--- src/core/lrcs_map.svh ---
// register offsets, field positions, reset values and timing counts
// assumes inclusion by bare name from the core module
`ifndef LRCS_MAP_SVH
`define LRCS_MAP_SVH

// byte offsets of the apb registers
`define LRCS_CTRL_OFF        12'h000
`define LRCS_STAT_OFF        12'h004
`define LRCS_PWMAX_OFF       12'h008
`define LRCS_DUTY_OFF        12'h00c

// control register fields
`define LRCS_CTRL_REFL_BIT   0
`define LRCS_CTRL_PROT_BIT   1
`define LRCS_CTRL_LFLT_BIT   2

// status register fields
`define LRCS_STAT_FAULT_BIT  0
`define LRCS_STAT_OVL_BIT    1
`define LRCS_STAT_REFL_BIT   2
`define LRCS_STAT_EMIT_BIT   3
`define LRCS_STAT_EN_BIT     4
`define LRCS_STAT_GATE_BIT   5

// reset values
`define LRCS_CTRL_RST        3'h2
`define LRCS_PWMAX_RST       32'h0000_c350
`define LRCS_DUTY_RST        7'h3c

// duty window: 1 ms at 50 MHz, counted as 50000 cycles
`define LRCS_WIN_US          1000
`define LRCS_CLK_MHZ         50
`define LRCS_WIN_CYC         (`LRCS_WIN_US * `LRCS_CLK_MHZ)

`endif

--- src/core/lrcs_pkg.sv ---
// types shared by the laser control block
// assumes lrcs_map.svh lies beside it
package lrcs_pkg;
  // enable line tracking for fault clear
  typedef enum logic [1:0] {
    LRCS_EN_ARMED,
    LRCS_EN_FAULTED,
    LRCS_EN_OPENED
  } lrcs_en_t;
endpackage : lrcs_pkg

--- src/core/lrcs_core.sv ---
// real-time control and status logic of a pulsed rf laser
// assumes inputs synchronous to clk, software on apb, analog sensing
// reduced to a reflected-over-limit level input
//
// Summary of operation
// - no emission unless the enable input is asserted.
// - a fault clears only when enable is opened then closed again.
// - the fault output is high exactly while a fault is latched.
// - emission only while gate is high, never longer than the pulse.
// - overlimit warns only over the part beyond duty or width limit.
// - reflection warns only while reflection is high and protected.
// - emission is inhibited exactly while a warning is high.
// - both warnings stay low for an in-limit gated pulse.
// - both warnings stay low while gate is low.
// - a latching fault stops emission at once and stays latched.
//
// The APB interface to the registers and the register addresses were chosen for this implementation.
`timescale 1ns/100ps
`include "lrcs_map.svh"

module lrcs_core
(
  input  wire logic        clk,
  input  wire logic        sys_rst,
  input  wire logic        enable_n,
  input  wire logic        gate,
  input  wire logic        refl_over,
  input  wire logic        latch_fault_in,
  input  wire logic        psel,
  input  wire logic        penable,
  input  wire logic        pwrite,
  input  wire logic [11:0] paddr,
  input  wire logic [31:0] pwdata,
  output logic      [31:0] prdata,
  output logic             pready,
  output logic             pslverr,
  output logic             emit,
  output logic             system_fault,
  output logic             overlimit_warn,
  output logic             reflection_protect_warn
);

  logic [1:0]       en_sync_q;
  logic [1:0]       gate_sync_q;
  logic             en_q;
  logic             gate_q;
  logic             fault_q;
  lrcs_pkg::lrcs_en_t en_st_q;
  logic [2:0]       ctrl_q;
  logic [31:0]      pwmax_q;
  logic [6:0]       duty_q;
  logic [31:0]      pw_cnt_q;
  logic [31:0]      win_cnt_q;
  logic [31:0]      on_cnt_q;
  logic             over_pw;
  logic             over_duty;
  logic             fault_src;
  logic             en_rise;
  logic             wr_en;

  // resample chain; enable is used from the second stage, gate from the third stage gate_q
  always_ff @(posedge clk)
  begin
    if (sys_rst)
    begin
      en_sync_q   <= 2'h0;
      gate_sync_q <= 2'h0;
      en_q        <= 1'b0;
      gate_q      <= 1'b0;
    end
    else
    begin
      en_sync_q   <= {en_sync_q[0], ~enable_n};
      gate_sync_q <= {gate_sync_q[0], gate};
      en_q        <= en_sync_q[1];
      gate_q      <= gate_sync_q[1];
    end
  end

  assign en_rise   = en_sync_q[1] & ~en_q;
  assign fault_src = latch_fault_in | ctrl_q[`LRCS_CTRL_LFLT_BIT];

  // fault latch: open then close of enable clears; new fault wins
  always_ff @(posedge clk)
  begin
    if (sys_rst)
    begin
      fault_q <= 1'b0;
      en_st_q <= lrcs_pkg::LRCS_EN_ARMED;
    end
    else
    begin
      case (en_st_q)
        lrcs_pkg::LRCS_EN_ARMED:
        begin
          if (fault_src)
          begin
            fault_q <= 1'b1;
            en_st_q <= lrcs_pkg::LRCS_EN_FAULTED;
          end
        end
        lrcs_pkg::LRCS_EN_FAULTED:
        begin
          if (!en_sync_q[1] && !fault_src)
            en_st_q <= lrcs_pkg::LRCS_EN_OPENED;
        end
        lrcs_pkg::LRCS_EN_OPENED:
        begin
          if (fault_src)
            en_st_q <= lrcs_pkg::LRCS_EN_FAULTED;
          else if (en_rise)
          begin
            fault_q <= 1'b0;
            en_st_q <= lrcs_pkg::LRCS_EN_ARMED;
          end
        end
        default:
          en_st_q <= lrcs_pkg::LRCS_EN_FAULTED;
      endcase
    end
  end

  assign system_fault = fault_q;

  // width counter runs over each gated pulse, cleared between pulses
  always_ff @(posedge clk)
  begin
    if (sys_rst || !gate_q)
      pw_cnt_q <= 32'h0;
    else if (pw_cnt_q != 32'hffff_ffff)
      pw_cnt_q <= pw_cnt_q + 32'h1;
  end

  // block duty measure over a fixed window, both counts cleared at its end
  always_ff @(posedge clk)
  begin
    if (sys_rst || win_cnt_q == `LRCS_WIN_CYC - 1)
    begin
      win_cnt_q <= 32'h0;
      on_cnt_q  <= 32'h0;
    end
    else
    begin
      win_cnt_q <= win_cnt_q + 32'h1;
      if (emit)
        on_cnt_q <= on_cnt_q + 32'h1;
    end
  end

  // on-time limit in the window is duty percent of window length
  assign over_pw   = pw_cnt_q >= pwmax_q;
  assign over_duty = (on_cnt_q * 32'h64) >=
                     (32'(duty_q) * 32'(`LRCS_WIN_CYC));

  // warnings gated by gate so they are low outside pulses
  assign overlimit_warn = gate_q & (over_pw | over_duty);
  assign reflection_protect_warn = gate_q & refl_over &
                                   ctrl_q[`LRCS_CTRL_PROT_BIT];

  // emission: gated, enabled, fault-free, not inhibited
  assign emit = gate_q & en_sync_q[1] & ~fault_q & ~fault_src &
                ~overlimit_warn & ~reflection_protect_warn;

  // apb: zero wait states, slverr on unmapped offsets
  assign pready = 1'b1;
  assign wr_en  = psel & penable & pwrite;
  assign pslverr = psel & penable & !(paddr == `LRCS_CTRL_OFF ||
                   paddr == `LRCS_STAT_OFF || paddr == `LRCS_PWMAX_OFF ||
                   paddr == `LRCS_DUTY_OFF);

  // software-written limits and control
  always_ff @(posedge clk)
  begin
    if (sys_rst)
    begin
      ctrl_q  <= `LRCS_CTRL_RST;
      pwmax_q <= `LRCS_PWMAX_RST;
      duty_q  <= `LRCS_DUTY_RST;
    end
    else if (wr_en)
    begin
      case (paddr)
        `LRCS_CTRL_OFF:  ctrl_q  <= pwdata[2:0];
        `LRCS_PWMAX_OFF: pwmax_q <= pwdata;
        `LRCS_DUTY_OFF:  duty_q  <= pwdata[6:0];
        default:         ctrl_q  <= ctrl_q;
      endcase
    end
  end

  // read data registered during setup, valid in the access phase
  always_ff @(posedge clk)
  begin
    if (sys_rst)
      prdata <= 32'h0;
    else if (psel && !penable)
    begin
      case (paddr)
        `LRCS_CTRL_OFF:  prdata <= {29'h0, ctrl_q};
        `LRCS_STAT_OFF:  prdata <= {26'h0, gate_q, en_sync_q[1], emit,
                                    reflection_protect_warn,
                                    overlimit_warn, fault_q};
        `LRCS_PWMAX_OFF: prdata <= pwmax_q;
        `LRCS_DUTY_OFF:  prdata <= {25'h0, duty_q};
        default:         prdata <= 32'h0;
      endcase
    end
  end
endmodule : lrcs_core

--- config.mk ---
export PLATFORM = sky130hd
export DESIGN_NAME = lrcs_core
export DESIGN_NICKNAME = d
export VERILOG_FILES = /design/src/core/lrcs_pkg.sv /design/src/core/lrcs_core.sv
export VERILOG_INCLUDE_DIRS = /design/src /design/src/core
export SDC_FILE = /design/constraint.sdc
export NUM_CORES = 1
export LEC_CHECK = 0
export CAP_MARGIN = 20
export CORE_AREA = 2 2 159 161
export CTS_BUF_LIST = sky130_fd_sc_hd__clkbuf_8
export CTS_CLUSTER_DIAMETER = 50
export DETAILED_ROUTE_END_ITERATION = 10
export DIE_AREA = 0 0 161 163
export DONT_BUFFER_PORTS = 1
export HOLD_SLACK_MARGIN = 0.15
export MAX_ROUTING_LAYER = met4
export PLACE_DENSITY = 0.67
export SLEW_MARGIN = 10
export SYNTH_ARGS = -nofsm -noshare
export SYNTH_HDL_FRONTEND = slang
export SYNTH_SLANG_ARGS = --single-unit
--- constraint.sdc ---
create_clock -name clk -period 10 [get_ports clk]
set_clock_uncertainty 0.15 [all_clocks]
set_input_delay 2 -clock clk [delete_from_list [all_inputs] [get_ports clk]]
set_output_delay 2 -clock clk [all_outputs]
set_load 0.02 [all_outputs]
# ---- Word level (Yosys, flattened, before mapping)
# Index checks and enable logic that the tools add are counted.
dict set report classes {
  reduce_logical 20
  muxes 10
  n_addsub 3
  eq_ne 12
  n_bitwise 20
  multipliers 2
  magnitude_cmp 2
}
# cell n
set ops {}
lappend ops {{$pmux W32 S4} 1}
lappend ops {{$add A32 B1 Y32 const B} 3}
lappend ops {{$eq A32 B16 Y1 const B} 1}
lappend ops {{$ge A32 B23 Y1} 1}
lappend ops {{$ge A32 B32 Y1} 1}
lappend ops {{$mul A32 B5 Y30 const B} 1}
lappend ops {{$ne A32 B32 Y1 const B} 1}
lappend ops {{$eq A12 B4 Y1 const B} 2}
lappend ops {{$mul A7 B12 Y19 const B} 1}
lappend ops {{$and A1 B1 Y1} 12}
lappend ops {{$eq A12 B3 Y1 const B} 1}
lappend ops {{$logic_not A12 Y1} 1}
lappend ops {{$mux W2} 4}
lappend ops {{$ne A2 B2 Y1 const B} 4}
lappend ops {{$not A1 Y1} 6}
lappend ops {{$pmux W2 S3} 1}
lappend ops {{$reduce_and A2 Y1} 3}
lappend ops {{$logic_not A1 Y1} 5}
lappend ops {{$logic_or A1 B1 Y1} 5}
lappend ops {{$reduce_and A4 Y1} 1}
lappend ops {{$mux W1} 3}
lappend ops {{$ne A3 B3 Y1 const B} 1}
lappend ops {{$reduce_and A3 Y1} 1}
lappend ops {{$eq A2 B1 Y1 const B} 1}
lappend ops {{6 further kinds} 8}
dict set report totals {
  inputBits 53
  out_inout_bits 38
  reg_bits 179
  elab_cells 82
}

# ---- Depth between registers and ports, before layout
# Gate-level depths: netlist of run 1.
dict set report logic_depth {
  word_depth 8
  ltp_mapped 29
}

# ---- Worst setup path before layout of run 1
# Ideal clock, no wire load.
dict set report synth_timing {
  kind {reg-to-output}
  from {register duty_q[1]}
  to {output emit}
  stages_incl_launch_ff 26
  setup_slack_ns 1.887
  arrival_ns 5.963
  cell_sequence {dfxtp_1 -> ha_1 -> ha_1 -> ha_1 -> fa_1 -> ha_1 -> a21o_1 -> a21oi_1 -> o21bai_1 -> a21oi_1 -> o21bai_1 -> a41oi_1 -> a21oi_1 -> a21o_1 -> a21oi_1 -> xor2_1 -> ha_1 -> a21o_1 -> a221oi_1 -> nand4b_1 -> or3_1 -> a2111oi_2 -> nand3_2 -> or3_1 -> buf_2 -> inv_1}
}
dict set report synth_via {
  elab_chain_len 7
}
# item line
set synth_rtl {}
lappend synth_rtl {{start, declared} lrcs_core.sv:51} ;# logic [6:0] duty_q;
lappend synth_rtl {{start signal, assigned} lrcs_core.sv:178} ;# duty_q <= `LRCS_DUTY_RST;
lappend synth_rtl {{start signal, assigned} lrcs_core.sv:185} ;# `LRCS_DUTY_OFF: duty_q <= pwdata[6:0];
lappend synth_rtl {{$mul A7 B12 Y19} lrcs_core.sv:153} ;# (32'(duty_q) * 32'(`LRCS_WIN_CYC));
lappend synth_rtl {{$ge A32 B23 Y1} lrcs_core.sv:152} ;# assign over_duty = (on_cnt_q * 32'h64) >=
lappend synth_rtl {{$or A1 B1 Y1} lrcs_core.sv:156} ;# assign overlimit_warn = gate_q & (over_pw | over_duty);
lappend synth_rtl {{$and A1 B1 Y1} lrcs_core.sv:156}
lappend synth_rtl {{$not A1 Y1} lrcs_core.sv:162} ;# ~overlimit_warn & ~reflection_protect_warn;
lappend synth_rtl {{$and A1 B1 Y1} lrcs_core.sv:161} ;# assign emit = gate_q & en_sync_q[1] & ~fault_q & ~fault_src &
lappend synth_rtl {{$and A1 B1 Y1} lrcs_core.sv:162}
lappend synth_rtl {{end, declared} lrcs_core.sv:37} ;# output logic emit,
# No other way between the ends.

# ---- Worst setup path after layout of run 1
dict set report layout_timing {
  from {register duty_q[3]}
  to {output emit}
}
# Same word-level chain as after synthesis.

==> results.md, run 1 <==
- Status: finished clean
- Clock latency on the worst-skew pair: 0.49 ns
- Count of final hold-check violations: 0
- Die height: 163 µm
- Min Tclk post-route: 9.383 ns
- Crit path arrival time: 7.23 ns
- Setup TNS: 0 ns
- Fraction of synthesized cell area in xor and xnor cells: 6.508%
- Via count: 10290
- CTS clk-pin slew, worst paths: 0.10 ns
- GRT Util Overall: 22.77%
- CTS Hold Buffers Added: 0
- Slew Limit Fails: 0
- Layout overhead on the synthesized area: 5.450%
- Num CTS Buffers: 17
- Flops & latches, synth: 177
- Top Metal Used: met4
- Initial antenna violation count: 0
- DRC errors left: 0
- Reg power frac: 56.2%
- Share of layout cells above drive strength 1: 4.003%
- Initial Util: 51.27%
- Worst slew margin: 27.46%
- Most frequent cells in the layout: ha_1, inv_1, dfxtp_1
- CP max FO: 11
- # rows: 58
- Antenna-violating nets left: 0
- Post-detail-place hpwl: 21.87 mm
- CTS HTree Levels: 4
- Logic pwr share: 1.6%
- CTS tree: done
- Leakage: 5.768 nW
- Internal Power: 0.0009294 W
- Synthesized area per cell: 8.247 µm²
- Overflow after GRT: 0
- WP data required: 7.85 ns
- Setup Crit Path Kind: reg2out
- Detailed-route wire length per cell: 15.36 µm
- Clk sinks: 177
- Pwr dens: 94.77 mW/mm²
- R2R setup slack: 2.66 ns
- Reg2reg start: duty_q[3]$_SDFFE_PP1P_
- EDFF count, synth: 0
- Largest family of logic cells by synthesized area: adder cells
- Synth Warn #: 0
- RSZ-0062 raised after global routing: no
- Full die area: 0.02624 mm²
- CP dominant cell by count: ha_1
- Critical Path Slowest Stage Cell: or3_1
- Clock power frac: 42.3%
- Worst-margin pin slew: 1.085 ns
- Crit path largest cell delay: 0.58 ns
- Max VDD drop: 0.08271 mV
- CTS resizes: 0
- Buf/Inv on CP: 1
- Net Switching: 0.0003349 W
- Ys flop type: dfxtp_1
- WL met3: 815 µm
- DRT Pass-1 Iters: 5
- Hold WC Path Type: reg2reg
- Hold EP: en_sync_q[1]$_SDFF_PP0_
- WL met2: 13.60 mm
- Layout Nets: 1778
- Final period util: 93.83%
- Core outline area: 0.02467 mm²
- HP Start: en_sync_q[0]$_SDFF_PP0_
- Detailed Route WL: 28.48 mm
- Syn nets: 1801
- Top delay family on crit path: compound AO/OA/AOI/OAI gates
- Mapped Area: 0.01265 mm²
- Vias per inst: 5.551
- R2r worst-path depth: 25
- Bufs on Longest Clock Path: 2
- Port-buffer cells: 0
- Fmax: 0.1066 GHz
- Post-synthesis simple-gate area fraction: 19.00%
- Root buf cell: clkbuf_8
- Synth Area in Compound Gates: 14.92%
- Routability cong.: 0.8434
- Post-route met1 wirelength: 13.54 mm
- Syn Inst Count: 1534
- Initial DRC Count: 548
- # setup viols final: 0
- Max-Cap Viols: 0
- Post-synthesis mux area share: 1.652%
- Synth Area in Adders: 23.00%
- Global-route wire length before repair: 47.58 mm
- I/O pins: 91
- Register area share after synthesis: 28.01%
- Cell variety after synth: 67
- Post-CTS setup buffers: 0
- Die W: 161 µm
- Vias in the first global route: 9879
- Worst Hold Depth: 1
- Net Sw Frac: 26.49%
- Ant diodes: 0
- Nature of the critical path startpoint: flip-flop
- Reg-to-Reg End: on_cnt_q[29]$_SDFFE_PP0P_
- Most common cell after layout, fill and taps aside: ha_1
- Setup crit end kind: output pin
- Crit path cell chain: ha_1 > ha_1 > ha_1 > fa_1 > ha_1 > a31oi_1 > o21bai_1 > a21oi_1 > o21ai_0 > o41ai_1 > o211ai_1 > o21ai_0 > nand2b_1 > a21oi_1 > xnor2_1 > ha_1 > a211o_1 > a221oi_1 > nand4b_1 > or3_1 > a2111oi_2 > nand3_2 > or3_1 > inv_1
- Synth async-reset ratio: 0%
- Utilization after layout: 54.07%
- Largest net degree at the start of global routing: 87
[cells by family after synthesis]
kind of cell,after synthesis
other cells,1
fa+ha+maj,214
compound gates,298
mux,17
flops,177
simple gates,506
buf+inv,227
xor+xnor,94
[synth_stat cells (all sizes together) (4+ instances only)]
library cell / number / area [µm²]
o21bai: 7 / 52.55
o21a: 9 / 67.56
nand3b: 5 / 37.54
mux2i: 13 / 130.1
and4: 8 / 70.07
nor3: 19 / 100.1
a31oi: 9 / 56.30
nand2: 142 / 533.0
o21ai: 43 / 215.2
nand2b: 9 / 56.30
o31ai: 8 / 60.06
nand4: 28 / 175.2
nor2b: 12 / 75.07
xnor2: 42 / 367.9
inv: 179 / 671.9
a221oi: 4 / 35.03
or4: 6 / 45.04
a211o: 15 / 131.4
buf: 10 / 55.05
dfxtp: 177 / 3543
nor4: 13 / 87.58
and3: 16 / 100.1
a21o: 19 / 142.6
a211oi: 7 / 57.55
ha: 183 / 2290
o211ai: 8 / 60.06
a21oi: 119 / 599.3
nand3: 50 / 255.3
nor2: 154 / 578.1
a22oi: 26 / 195.2
clkbuf: 38 / 142.6
fa: 31 / 620.6
and2: 13 / 81.33
or2: 8 / 50.05
o311ai: 4 / 35.03
xor2: 52 / 455.4
or3: 18 / 117.6
[through the flow]
| stage | instance area, µm² | power (W) | worst slack [ns] | hold WS [ns] | cells |
|---|---|---|---|---|---|
| 3_5_place_dp | 12920 | 0.0007462 | 1.201 | 0.2842 | 1822 |
| 3_3_place_gp | 12920 | 0.0007462 | 1.355 | 0.2690 | 1822 |
| 5_1_grt | 13340 | 0.001311 | 0.2054 | 0.3161 | 1854 |
| 2_1_floorplan | 12650 | 0.0007470 | 1.887 | 0.2638 | 1534 |
| 4_1_cts | 13340 | 0.001278 | 0.6303 | 0.3061 | 1854 |
| 6_report | 13340 | 0.001264 | 0.6169 | 0.3006 | 1854 |
[sequential cells by signal, indices dropped and copies added (netlist names)]
register      count
prdata           32
system_fault      1
gate_sync_q       2
on_cnt_q         30
pwmax_q          32
en_q              1
en_st_q           2
win_cnt_q        32
ctrl_q            3
en_sync_q         2
gate_q            1
duty_q            7
pw_cnt_q         32
[power by group through the flow]
stage | logic (W) | registers, W | clock network (W)
3_5_place_dp | 0.0000195 | 0.000727 | 0
6_report | 0.0000196 | 0.000710 | 0.000534
5_1_grt | 0.0000219 | 0.000711 | 0.000578
3_3_place_gp | 0.0000196 | 0.000727 | 0
4_1_cts | 0.0000196 | 0.000710 | 0.000547
2_1_floorplan | 0.0000212 | 0.000726 | 0
[layout make-up]
type	count	area, µm²
well taps	330	412.9
fillers	2367	11330
repair buffers	6	45.04
multi-input cells	1130	8245
inverters	179	671.9
flip-flops and latches	177	3543
clock buffers	17	234.0
clock inverters	15	187.7
[routing by layer]
metal | GRT usage [%] | up-vias
met2 | 37.87 | 152
li1 | - | 5237
met1 | 29.08 | 4871
met3 | 3.361 | 31
met4 | 6.169 | 0
met5 | - | -
[worst max-delay path by stage]
stage | cells after the start | end | start | slack, ns
floorplan | 25 | emit | duty_q[1]$_SDFFE_PP0P_ | 1.89
global placement | 24 | emit | duty_q[3]$_SDFFE_PP1P_ | 1.36
detailed placement | 24 | emit | duty_q[3]$_SDFFE_PP1P_ | 1.20
CTS | 24 | emit | duty_q[3]$_SDFFE_PP1P_ | 0.63
global route | 24 | emit | duty_q[3]$_SDFFE_PP1P_ | 0.21
finish | 24 | emit | duty_q[3]$_SDFFE_PP1P_ | 0.62
[worst reg2reg max path, stage by stage (launching register included)]
cell	delay, ns
dfxtp_1	0.48
ha_1	0.32
ha_1	0.29
ha_1	0.32
fa_1	0.46
ha_1	0.35
a31oi_1	0.26
o21bai_1	0.10
a21oi_1	0.26
o21ai_0	0.20
o41ai_1	0.34
o211ai_1	0.18
o21ai_0	0.25
nand2b_1	0.09
a21oi_1	0.17
xnor2_1	0.09
ha_1	0.20
a211o_1	0.27
a221oi_1	0.21
nand4b_1	0.11
or3_1	0.42
a2111oi_2	0.32
nand3_2	0.18
or3_4	0.55
or4_1	0.56
a21oi_1	0.15
No activity file was read; power rests on OpenSTA's default activity.
==> inputs of run 2 (changes only) <==
Settings changed: ABC_AREA from default to 1, CORE_AREA 2 2 159 161 to 2 2 165 167, DIE_AREA 0 0 161 163 to 0 0 167 169, PLACE_DENSITY 0.67 to 0.66, TNS_END_PERCENT from default to 100.
==> run 2 against run 1 <==
First-iteration DRC count is 41% higher; final area is 7.4% higher; synthesized cell count is 25% higher; worst setup slack better by 1.3 ns; flip-flop and latch count stayed put; via count is 15% higher; cell count is 22% higher; largest power group unchanged; die area is 7.5% higher; synthesized area is 6.9% higher; critical path depth is 4 higher; routed wire length is 12% higher.
==> results.md, run 2 <==
- Post-detail-place hpwl: 25.58 mm
- Top cells by area, synth: dfxtp_1, ha_1, nand2_1
- Full die area: 0.02822 mm²
- Setup TNS: 0 ns
- Crit path largest cell delay: 0.50 ns
- RSZ-0062 raised after global routing: no
- Max VDD drop: 0.1066 mV
- Synthesized area per cell: 7.041 µm²
- Routability cong.: 0.9367
- Internal Power: 0.0009380 W
- Via count: 11810
- Nature of the critical path startpoint: flip-flop
- Clk sinks: 177
- Worst slew margin: 42.82%
- WL met3: 1.155 mm
- Post-synth top area share: 26.21%
- Core outline area: 0.02650 mm²
- Die height: 169 µm
- Share of layout cells above drive strength 1: 4.266%
- Syn Inst Count: 1920
- WL met2: 15.35 mm
- Register area share after synthesis: 26.21%
- WP data required: 7.85 ns
- EDFF count, synth: 0
- Reg power frac: 54.8%
- CP dominant cell by count: nand2_1
- Bufs on Longest Clock Path: 2
- Synth area leader: dfxtp_1
- CTS Hold Buffers Added: 0
- Worst-margin pin slew: 0.8577 ns
- Initial antenna violation count: 0
- Synth async-reset ratio: 0%
- Status: finished clean
- Critical Path Slowest Stage Cell: fa_1
- CTS HTree Levels: 4
- Num CTS Buffers: 17
- Slew Limit Fails: 0
- Vias in the first global route: 11590
- GRT Util Overall: 23.82%
- Cell variety after synth: 46
- CP max FO: 13
- Layout Nets: 2176
- Ys flop type: dfxtp_1
- Logic pwr share: 2.3%
- Net Switching: 0.0003598 W
- Antenna-violating nets left: 0
- Placed Area: 0.01386 mm²
- Filler Cells Inserted: 2630
- Clock latency on the worst-skew pair: 0.49 ns
- Pwr dens: 90.59 mW/mm²
- Overflow after GRT: 0
- Setup crit end kind: output pin
- Most common cell after layout, fill and taps aside: nand2_1
- Placed cell count: 2231
- Mapped Area: 0.01352 mm²
- Syn nets: 2187
- Final Cell Area: 0.01433 mm²
- Port-buffer cells: 0
- Max-Cap Viols: 0
- I/O pins: 91
- Top Metal Used: met4
- Utilization after layout: 54.06%
- CTS resizes: 0
- Ant diodes: 0
- Post-route met1 wirelength: 14.60 mm
- Final worst slack: 1.908 ns
- Count of final hold-check violations: 0
- Setup Crit Path Kind: reg2out
- Detailed-route wire length per cell: 14.12 µm
- Detailed Route WL: 31.96 mm
- DRC errors left: 0
- Leakage: 7.010 nW
- Synth Warn #: 0
- Count leader, synth: nand2_1
- Hold WC Path Type: reg2reg
- # setup viols final: 0
- Crit path arrival time: 5.94 ns
- CTS tree: done
- Place WS: 2.400 ns
- Flops & latches, synth: 177
- Die W: 167 µm
- Final non-filler cell total: 2263
- Synth top cells by count: nand2_1, inv_1, ha_1
- Initial Util: 51.02%
- Final period util: 80.92%
- Largest net degree at the start of global routing: 53
- DRT Pass-1 Iters: 6
- Most frequent cells in the layout: nand2_1, inv_1, ha_1
- Root buf cell: clkbuf_8
- CTS clk-pin slew, worst paths: 0.12 ns
- Clock power frac: 43.0%
- # rows: 60
- Vias per inst: 5.221
- Net Sw Frac: 27.73%
- Initial DRC Count: 774
- Global-route wire length before repair: 54.05 mm
- Post-CTS setup buffers: 0
- Fmax: 0.1236 GHz
- Min Tclk post-route: 8.092 ns
- Layout overhead on the synthesized area: 5.969%
-- run 2: cell count changes in the layout (fill, tap and decap cells not counted), moves of 14 or more --
cell	change
o21ai_0	+37
a211o_1	-14
inv_1	+201
or3_1	-17
a21oi_1	+36
nor3_1	+18
a21o_1	-17
nor2_1	-21
a22oi_1	-26
xnor2_1	-18
nand3_1	+51
nand2_1	+244
-- run 2: power groups by stage --
stage / logic, W / registers [W] / clock network (W)
2_1_floorplan: 0.0000237 / 0.000726 / 0
3_3_place_gp: 0.0000278 / 0.000727 / 0
3_5_place_dp: 0.0000299 / 0.000727 / 0
4_1_cts: 0.0000300 / 0.000711 / 0.000575
5_1_grt: 0.0000334 / 0.000712 / 0.000602
6_report: 0.0000297 / 0.000711 / 0.000557
-- run 2: layer usage --
layer / GRT usage (%) / up-vias
met5: - / -
met4: 7.871 / 0
met3: 3.110 / 48
met2: 41.17 / 215
met1: 28.81 / 5409
li1: - / 6142
-- run 2: cell families (layout without fill, tap and decap cells) --
logic type / count (synthesis) / in the layout / share of synthesized area, %
simple gates: 760 / 760 / 24.90
buf+inv: 424 / 426 / 11.90
compound gates: 274 / 274 / 10.90
fa+ha+maj: 214 / 214 / 21.53
flops: 177 / 177 / 26.21
xor+xnor: 70 / 70 / 4.535
other cells: 1 / 1 / 0.02774
-- run 2: path summary, 6_finish.rpt --
path / from / end / slack (ns) / cells past startpoint
min reg2reg: gate_sync_q[0]$_SDFF_PP0_ / gate_sync_q[1]$_SDFF_PP0_ / 0.25 / 2
max reg2reg: duty_q[3]$_SDFFE_PP1P_ / on_cnt_q[26]$_SDFFE_PP0P_ / 4.01 / 30
min: gate_sync_q[0]$_SDFF_PP0_ / gate_sync_q[1]$_SDFF_PP0_ / 0.25 / 2
max: duty_q[3]$_SDFFE_PP1P_ / overlimit_warn / 1.91 / 28
-- run 2: final cells by class --
type                       count  area [µm²]  share of cell area, %
clock buffer                  17       234.0                  1.633
clock inverter                15       229.0                  1.598
inverter                     389        1460                  10.19
multi-input combinational   1319        8376                  58.46
sequential                   177        3543                  24.73
tap                          341       426.7                  2.978
timing repair buffer           5       57.56                 0.4017
-- run 2: metrics by stage --
step	total power, W	hold WS, ns
after floorplan	0.0007495	0.2383
after global routing	0.001347	0.3054
final	0.001298	0.2526
after detailed placement	0.0007567	0.2424
after global placement	0.0007546	0.2390
after CTS	0.001316	0.2596
-- run 2: worst max-delay path, delay by kind of cell, from the launching register on --
family / cells / cell delay [ns]
compound gates: 5 / 1.07
fa+ha+maj: 6 / 2.08
xor+xnor: 1 / 0.10
flops: 1 / 0.38
simple gates: 12 / 1.42
buf+inv: 4 / 0.40
